## config.mk

```make
export PLATFORM = sky130hd
export DESIGN_NAME = agu_core
export DESIGN_NICKNAME = d
export VERILOG_FILES = /design/src/agu_pkg.sv /design/src/agu_gpr_if.sv /design/src/agu_gpr_bank.sv /design/src/agu_core.sv
export SDC_FILE = /design/constraint.sdc
export NUM_CORES = 1
export LEC_CHECK = 0
export BUFFER_PORTS_ARGS = -buffer_cell sky130_fd_sc_hd__buf_2
export CELL_PAD_IN_SITES_DETAIL_PLACEMENT = 1
export CELL_PAD_IN_SITES_GLOBAL_PLACEMENT = 1
export CORE_ASPECT_RATIO = 0.7
export CORE_UTILIZATION = 46
export CTS_BUF_LIST = sky130_fd_sc_hd__clkbuf_8
export CTS_CLUSTER_SIZE = 25
export DETAILED_ROUTE_END_ITERATION = 8
export HOLD_SLACK_MARGIN = 0.05
export PLACE_DENSITY = 0.88
export SETUP_SLACK_MARGIN = 0.05
export SLEW_MARGIN = 5
export SYNTH_ARGS = -nofsm -noshare
export SYNTH_HDL_FRONTEND = slang
export SYNTH_SLANG_ARGS = --single-unit
export TNS_END_PERCENT = 20
```

## constraint.sdc

```tcl
create_clock -name mclk_in -period 6.8 [get_ports mclk_in]
set_clock_uncertainty 0.05 [all_clocks]
set_input_delay 1.02 -clock mclk_in [delete_from_list [all_inputs] [get_ports mclk_in]]
set_output_delay 1.02 -clock mclk_in [all_outputs]
set_load 0.03 [all_outputs]
```

## src/agu_pkg.sv

```systemverilog
package agu_pkg;
    localparam int AGU_AW = 16;
    localparam int AGU_DW = 8;
    localparam logic [15:0] AGU_PC_RESET = 16'h0000;
    localparam logic [15:0] AGU_SADDR_BASE = 16'hFE00;
    localparam logic [15:0] AGU_SFR_BASE = 16'hFF00;
    localparam logic [15:0] AGU_TABLE_BASE = 16'h0040;
    localparam logic [7:0] AGU_SADDR_SFR_TOP = 8'h1F;
    localparam logic [7:0] AGU_SADDR_RAM_LOW = 8'h80;
    localparam int AGU_BIT8_POS = 8;
    localparam int AGU_TIDX_LSB = 1;
    localparam int AGU_TIDX_MSB = 5;
    localparam int AGU_REG_CODE_W = 3;
    localparam int AGU_PAIR_CODE_W = 2;
    localparam logic [1:0] AGU_PAIR_ACC = 2'h0;

    typedef enum logic [2:0] {
        AGU_PC_SEQ = 3'b000,
        AGU_PC_REL = 3'b001,
        AGU_PC_IMM = 3'b010,
        AGU_PC_TBL = 3'b011,
        AGU_PC_ACC = 3'b100,
        AGU_PC_HOLD = 3'b101
    } agu_pc_op_t;

    typedef enum logic [1:0] {
        AGU_EA_DIRECT = 2'b00,
        AGU_EA_SHORT = 2'b01,
        AGU_EA_SFR = 2'b10
    } agu_ea_op_t;

    typedef enum logic [1:0] {
        AGU_TS_IDLE = 2'b00,
        AGU_TS_LOW = 2'b01,
        AGU_TS_HIGH = 2'b10
    } agu_tbl_state_t;
endpackage : agu_pkg

```

## src/agu_gpr_if.sv

```systemverilog
`timescale 1ns/1ns
interface agu_gpr_if;
    logic wr_en;
    logic [2:0] wr_sel;
    logic [7:0] wr_data;
    logic [2:0] rd_sel;
    logic [7:0] rd_data;
    logic [1:0] pair_sel;
    logic [15:0] pair_data;
    modport owner (output wr_en, wr_sel, wr_data, rd_sel, pair_sel, input rd_data, pair_data);
    modport bank (input wr_en, wr_sel, wr_data, rd_sel, pair_sel, output rd_data, pair_data);
endinterface : agu_gpr_if

```

## src/agu_gpr_bank.sv

```systemverilog
`timescale 1ns/1ns
module agu_gpr_bank
    import agu_pkg::*;
(
    input wire logic mclk_in,
    input wire logic reset_n_in,
    agu_gpr_if.bank gpr
);
    logic [7:0] regs_reg [8];
    logic [7:0] regs_next [8];
    logic [7:0] rd_reg;
    logic [7:0] rd_next;
    logic [15:0] pair_reg;
    logic [15:0] pair_next;

    // pair n is registers 2n (low byte) and 2n+1 (high byte)
    always_comb begin
        for (int i = 0; i < 8; i++) begin
            regs_next[i] = regs_reg[i];
        end
        if (gpr.wr_en) begin
            regs_next[gpr.wr_sel] = gpr.wr_data; // [RULE_12]
        end
        rd_next = regs_reg[gpr.rd_sel]; // [RULE_12] [RULE_13]
        pair_next = {regs_reg[{gpr.pair_sel, 1'b1}], regs_reg[{gpr.pair_sel, 1'b0}]}; // [RULE_13]
    end

    always_ff @(posedge mclk_in) begin
        if (!reset_n_in) begin
            for (int i = 0; i < 8; i++) begin
                regs_reg[i] <= 8'h00;
            end
            rd_reg <= 8'h00;
            pair_reg <= 16'h0000;
        end else begin
            regs_reg <= regs_next;
            rd_reg <= rd_next;
            pair_reg <= pair_next;
        end
    end

    assign gpr.rd_data = rd_reg;
    assign gpr.pair_data = pair_reg;
endmodule : agu_gpr_bank

```

## src/agu_core.sv

```systemverilog
`timescale 1ns/1ns
// Functional notes
// [RULE_01] sequential execution adds the fetched instruction length, one per byte, to the pc.
// [RULE_02] a relative branch adds the sign-extended 8-bit displacement to the next-instruction pc.
// [RULE_03] relative calculation serves the short unconditional branch and all conditional ones.
// [RULE_04] immediate call and branch load the 16-bit instruction address straight into the pc.
// [RULE_05] the table call uses opcode bits 1..5 to pick a word in 40H..7FH and jumps there.
// [RULE_06] the register-indirect branch copies the accumulator pair into the pc.
// [RULE_07] direct addressing uses the 16-bit immediate as the effective address.
// [RULE_08] short direct addressing maps the 8-bit operand into the window FE80H..FF1FH.
// [RULE_09] short direct clears address bit 8 for operands 80H..FFH and sets it for 00H..1FH.
// [RULE_10] sfr addressing places the 8-bit operand in FF00H..FFFFH.
// [RULE_11] FF00H..FF1FH are reached by short direct, not by sfr addressing.
// [RULE_12] a 3-bit code picks one of eight 8-bit general registers.
// [RULE_13] registers 0..7 form pairs 0..3, each selectable by absolute number.
// [RULE_14] a 16-bit short direct operand must sit at an even address.
// [RULE_15] short direct operands 20H..7FH clear bit 8, an assumption still to be confirmed.
module agu_core
    import agu_pkg::*;
(
    input wire logic mclk_in,
    input wire logic reset_n_in,
    input wire logic pc_step_in,
    input wire agu_pc_op_t pc_op_in,
    input wire logic [2:0] instr_len_in,
    input wire logic [7:0] rel_displacement_in,
    input wire logic [15:0] imm_addr_in,
    input wire logic [7:0] table_call_opcode_in,
    input wire logic [7:0] mem_rdata_in,
    input wire logic mem_rvalid_in,
    input wire logic ea_req_in,
    input wire agu_ea_op_t ea_op_in,
    input wire logic [7:0] ea_operand_in,
    input wire logic ea_word_in,
    input wire logic reg_wr_in,
    input wire logic [2:0] reg_wr_sel_in,
    input wire logic [7:0] reg_wr_data_in,
    input wire logic [2:0] reg_rd_sel_in,
    input wire logic [1:0] pair_rd_sel_in,
    output logic [15:0] pc_out,
    output logic pc_busy_out,
    output logic tbl_rd_out,
    output logic [15:0] tbl_addr_out,
    output logic [15:0] ea_out,
    output logic ea_valid_out,
    output logic ea_fault_out,
    output logic [7:0] reg_rdata_out,
    output logic [15:0] pair_rdata_out
);
    agu_gpr_if gpr ();

    agu_gpr_bank u_bank (
        .mclk_in(mclk_in),
        .reset_n_in(reset_n_in),
        .gpr(gpr)
    );

    // accumulator pair is read through the shared pair port when branching through it
    logic [15:0] acc_pair;
    assign gpr.wr_en = reg_wr_in;
    assign gpr.wr_sel = reg_wr_sel_in;
    assign gpr.wr_data = reg_wr_data_in;
    assign gpr.rd_sel = reg_rd_sel_in;
    // the pair port is steered to the accumulator pair while its branch is pending
    logic acc_pending_reg;
    logic acc_pending_next;
    assign gpr.pair_sel = (acc_pending_reg || (pc_step_in && pc_op_in == AGU_PC_ACC))
        ? AGU_PAIR_ACC : pair_rd_sel_in;
    assign acc_pair = gpr.pair_data;
    assign reg_rdata_out = gpr.rd_data;
    assign pair_rdata_out = gpr.pair_data;

    function automatic logic [15:0] agu_short_ea(input logic [7:0] op);
        logic [15:0] ea;
        ea = {AGU_SADDR_BASE[15:9], 1'b0, op};
        if (op <= AGU_SADDR_SFR_TOP) begin
            ea[AGU_BIT8_POS] = 1'b1; // [RULE_09]
        end
        // 20H..7FH fall outside the documented window; bit 8 stays clear
        return ea; // [RULE_08] [RULE_15]
    endfunction : agu_short_ea

    function automatic logic [15:0] agu_sext8(input logic [7:0] d);
        return {{8{d[7]}}, d};
    endfunction : agu_sext8

    logic [15:0] pc_reg;
    logic [15:0] pc_next;
    agu_tbl_state_t ts_reg;
    agu_tbl_state_t ts_next;
    logic [15:0] tbl_addr_reg;
    logic [15:0] tbl_addr_next;
    logic [7:0] tbl_low_reg;
    logic [7:0] tbl_low_next;
    logic [15:0] seq_pc;

    assign seq_pc = pc_reg + {13'h0000, instr_len_in}; // [RULE_01]

    always_comb begin
        pc_next = pc_reg;
        ts_next = ts_reg;
        tbl_addr_next = tbl_addr_reg;
        tbl_low_next = tbl_low_reg;
        acc_pending_next = 1'b0;
        unique case (ts_reg)
            AGU_TS_IDLE: begin
                if (acc_pending_reg) begin
                    pc_next = acc_pair; // [RULE_06]
                end else if (pc_step_in) begin
                    unique case (pc_op_in)
                        AGU_PC_SEQ: pc_next = seq_pc; // [RULE_01]
                        // conditional and short branches both land here
                        AGU_PC_REL: pc_next = seq_pc + agu_sext8(rel_displacement_in); // [RULE_02] [RULE_03]
                        AGU_PC_IMM: pc_next = imm_addr_in; // [RULE_04]
                        AGU_PC_TBL: begin
                            tbl_addr_next = AGU_TABLE_BASE
                                | {10'h000, table_call_opcode_in[AGU_TIDX_MSB:AGU_TIDX_LSB], 1'b0}; // [RULE_05]
                            ts_next = AGU_TS_LOW;
                        end
                        AGU_PC_ACC: acc_pending_next = 1'b1; // [RULE_06]
                        AGU_PC_HOLD: pc_next = pc_reg;
                        default: pc_next = pc_reg;
                    endcase
                end
            end
            AGU_TS_LOW: begin
                if (mem_rvalid_in) begin
                    tbl_low_next = mem_rdata_in;
                    tbl_addr_next = tbl_addr_reg + 16'h0001;
                    ts_next = AGU_TS_HIGH;
                end
            end
            AGU_TS_HIGH: begin
                if (mem_rvalid_in) begin
                    pc_next = {mem_rdata_in, tbl_low_reg}; // [RULE_05]
                    ts_next = AGU_TS_IDLE;
                end
            end
            default: ts_next = AGU_TS_IDLE;
        endcase
    end

    always_ff @(posedge mclk_in) begin
        if (!reset_n_in) begin
            pc_reg <= AGU_PC_RESET;
            ts_reg <= AGU_TS_IDLE;
            tbl_addr_reg <= 16'h0000;
            tbl_low_reg <= 8'h00;
            acc_pending_reg <= 1'b0;
        end else begin
            pc_reg <= pc_next;
            ts_reg <= ts_next;
            tbl_addr_reg <= tbl_addr_next;
            tbl_low_reg <= tbl_low_next;
            acc_pending_reg <= acc_pending_next;
        end
    end

    assign pc_out = pc_reg;
    assign pc_busy_out = (ts_reg != AGU_TS_IDLE) || acc_pending_reg;
    assign tbl_rd_out = (ts_reg != AGU_TS_IDLE);
    assign tbl_addr_out = tbl_addr_reg;

    logic [15:0] ea_reg;
    logic [15:0] ea_next;
    logic ea_valid_reg;
    logic ea_valid_next;
    logic ea_fault_reg;
    logic ea_fault_next;

    always_comb begin
        ea_next = ea_reg;
        ea_valid_next = 1'b0;
        ea_fault_next = 1'b0;
        if (ea_req_in) begin
            ea_valid_next = 1'b1;
            unique case (ea_op_in)
                AGU_EA_DIRECT: ea_next = {imm_addr_in[15:8], imm_addr_in[7:0]}; // [RULE_07]
                AGU_EA_SHORT: begin
                    ea_next = agu_short_ea(ea_operand_in); // [RULE_08] [RULE_09]
                    ea_fault_next = ea_word_in && ea_operand_in[0]; // [RULE_14]
                end
                AGU_EA_SFR: begin
                    ea_next = AGU_SFR_BASE | {8'h00, ea_operand_in}; // [RULE_10]
                    // the low 32 sfrs belong to the short direct path
                    ea_fault_next = (ea_operand_in <= AGU_SADDR_SFR_TOP); // [RULE_11]
                end
                default: begin
                    ea_next = ea_reg;
                    ea_fault_next = 1'b1;
                end
            endcase
        end
    end

    always_ff @(posedge mclk_in) begin
        if (!reset_n_in) begin
            ea_reg <= 16'h0000;
            ea_valid_reg <= 1'b0;
            ea_fault_reg <= 1'b0;
        end else begin
            ea_reg <= ea_next;
            ea_valid_reg <= ea_valid_next;
            ea_fault_reg <= ea_fault_next;
        end
    end

    assign ea_out = ea_reg;
    assign ea_valid_out = ea_valid_reg;
    assign ea_fault_out = ea_fault_reg;
endmodule : agu_core

```

==> flow_metrics.py <==
metrics = {
    "timing": {
        "tightestPinTransition_ns": 1.09,
        "hold_viol": 0,
        "whs_ns": 0.416,
        "fin_tns_setup_ns": 0,
        "fmax_mhz": 240,
        "min_period_over_period": 0.612,
        "slew_viol_final": 0,
        "setup_ws_ns": 2.64,
        "setup_violations": 0,
        "rsz0062_at_grt": "no",
        "fin_crit_ns": 4.16,
        "slew_headroom": 0.257,
    },
    "clock_tree": {
        "cts_resized": 0,
        "clockBufferDepth": 2,
        "clk_pin_slew_ns": 0.09,
        "numCtsBuffers": 17,
        "clkLatencyLatePin_ns": 0.47,
        "cts.sinks": 149,
        "ctsHtreeMaxLevel": 4,
        "cts_hold_buf": 0,
        "cts_root_buf": "clkbuf_8",
        "post_cts_buffers": 0,
        "cts_tree": "done",
    },
    "global_routing": {
        "grt_first_pass_wirelength_microns": 47700,
        "track_usage": 0.343,
        "grt_max_degree": 66,
        "antenna_found_initial": 0,
        "grt_pass1_vias": 8467,
        "overflow": 0,
    },
    "pwr": {
        "pwr-share-seq": 0.443,
        "p_int_mw": 1.45,
        "power_leakage_nw": 3.77,
        "p_sw_frac": 0.319,
        "report.power.total_mw": 2.13,
        "power_density_nw_per_um2": 226,
        "power_frac_clock": 0.350,
        "p_switching_uw": 678,
        "p_comb_frac": 0.206,
        "ir_worst_vdd_mv": 0.114,
    },
    "logic_synthesis": {
        "netlist_instances": 1035,
        "synth_cell_types": 62,
        "synth_top_area_frac": 0.365,
        "syn_area_per_cell_sq_um": 7.89,
        "async_flop_share": 0,
        "synth_seq_cells": 149,
        "synthTopCellsByArea": "dfxtp_1 (37%), nand2_1 (10%), a21oi_1 (6.4%), mux4_2 (4.4%), nor2_1 (3.9%)",
        "synth_edf_count": 0,
        "yosysSeqAreaShare": 0.365,
        "synth_area_sq_um": 8170,
        "synth_top_cell_by_area": "dfxtp_1",
        "synthFlopType": "dfxtp_1",
        "synth_fp_nets": 1138,
        "synth_warnings": 0,
    },
    "worst_hold_path": {
        "holdPathStages": 2,
        "hold_class": "register to register",
    },
    "finish": {
        "final_common_cell": "nand2_1",
        "syn_to_final_growth_pct": 15.3,
        "num_antenna_cells": 0,
        "nets": 1246,
        "final_cell_mix": "nand2_1 (218), buf_2 (151), dfxtp_1 (149)",
        "largest_reg_flops": 64,
        "drive_above_1_share": 0.190,
    },
    "placed_design": {
        "pre_cts_ws_ns": 2.25,
        "portBuffers": 151,
        "hpwl_microns": 22200,
        "gp_congestion": 0.958,
    },
    "worst_setup_path": {
        "cpPeakStageDelay_ns": 0.96,
        "critical_path.endpoint_type": "register",
        "critPathMostFrequentCell": "ha_1",
        "path_max_fanout": 6,
        "r2r_cells": 12,
        "path_class": "input port to register",
        "worstPathArrival_ns": 4.45,
        "cp-start-kind": "input port",
        "path_cells": "buf_2 -> ha_1 -> fa_1 -> a21o_1 -> nand4_1 -> xnor2_1 -> ha_1 -> o21a_1 -> nand2_1 -> a31o_2 -> a2111oi_0 -> or4_1 -> nand3_1",
        "required_ns": 7.09,
        "cp_slowest_cell": "a2111oi_0",
    },
    "die": {
        "die_x_microns": 161,
        "num_rows": 40,
        "dieArea_sq_um": 18300,
        "start_util": 0.473,
        "pin_count": 155,
        "core_sq_um": 17300,
        "fp.dieH_microns": 113,
    },
    "status": {
        "outcome": "complete, no violations",
    },
    "drt": {
        "firstDrtPassIters": 5,
        "wl_microns": 31000,
        "via_per_inst": 6.21,
        "vias": 8602,
        "drc": 0,
        "ant_nets": 0,
        "drt-wirelength-per-cell_microns": 22.3,
        "drt_iter0_markers": 974,
    },
    "job": {
        "maxCapViolations": 0,
    },
}
-- synthesized netlist by cell type, types with 3 or more instances --
library cell and n:
nor2b_1 9, nand3_1 25, nor3_1 11, and2_1 7, nand2_1 218, o21ai_0 42
clkbuf_1 54, o31ai_1 3, nand2b_1 12, ha_1 22, xnor2_1 12, mux2i_1 19
a211oi_1 7, a21oi_1 104, a311oi_1 10, xor2_1 15, a31oi_1 25, o2111ai_1 4
o211ai_1 18, o21a_1 9, nor3b_1 4, and3_1 7, or4_1 4, buf_1 11
nor2_1 84, or3_1 9, buf_2 4, a221o_1 5, nand4_1 8, a21o_1 9
mux4_2 16, nand4b_1 4, dfxtp_1 149, a211o_1 3, a22oi_1 5, nor4_1 3
or2_2 5, o221ai_1 20, inv_1 25
-- final timing paths --
kind / to / slack (ns) / from
max: pc_out[14] / 2.64 / instr_len_in[0]
max reg2reg: pc_out[14] / 2.95 / pc_out[0]
min reg2reg: tbl_low_reg[7] / 0.42 / tbl_low_reg[7]
min: tbl_low_reg[7] / 0.42 / tbl_low_reg[7]
-- stage by stage --
step | std cells | utilization | area [sq um]
final | 1386 | 0.545 | 9420
after global routing | 1386 | 0.545 | 9420
after CTS | 1386 | 0.545 | 9420
after detailed placement | 1355 | 0.521 | 9000
after global placement | 1355 | 0.521 | 9000
after floorplan | 1035 | - | 8170
-- critical path, delay by kind of cell --
kind                       cells  cell delay [ns]
AOI/OAI and AO/OA              4             1.63
adders and majority gates      3             1.03
and+or+nand+nor                4             0.52
xor gates and xnor gates       1             0.14
buffers and inverters          1             0.10
-- layout make-up --
| type | count | area, sq um |
|---|---|---|
| Clock inverter | 10 | 129 |
| Tap cell | 231 | 289 |
| Sequential cell | 149 | 2980 |
| Clock buffer | 21 | 289 |
| Multi-Input combinational cell | 791 | 4820 |
| Inverter | 25 | 95.1 |
| Timing Repair Buffer | 159 | 816 |
| Fill cell | 2184 | 7850 |
-- kinds of logic after synthesis --
kind of cell    count (synthesis)  share of synthesized area
buf+inv                        95                     0.0452
mux                            37                     0.0702
fa+ha+maj                      24                     0.0386
compound gates                285                      0.224
flops                         149                      0.365
xor+xnor                       27                     0.0290
simple gates                  418                      0.228
-- power by group through the flow --
stage                     clock [mW]  sequential, mW  combinational [mW]
after floorplan                    0           0.998               0.241
after global placement             0           0.960               0.413
after detailed placement           0           0.961               0.425
after CTS                      0.752           0.941               0.430
after global routing           0.791           0.946               0.471
final                          0.746           0.943               0.439
-- metal layers --
layer | wire length, microns | up-vias | share of wire | GRT usage
li1 | - | 3910 | - | -
met2 | 13000 | 472 | 0.42 | 0.506
met4 | 774 | 0 | 0.025 | 0.118
met5 | 0 | - | 0 | 0
met3 | 3640 | 74 | 0.12 | 0.0982
met1 | 13500 | 4146 | 0.44 | 0.479
(Power assumes the default switching activity.)
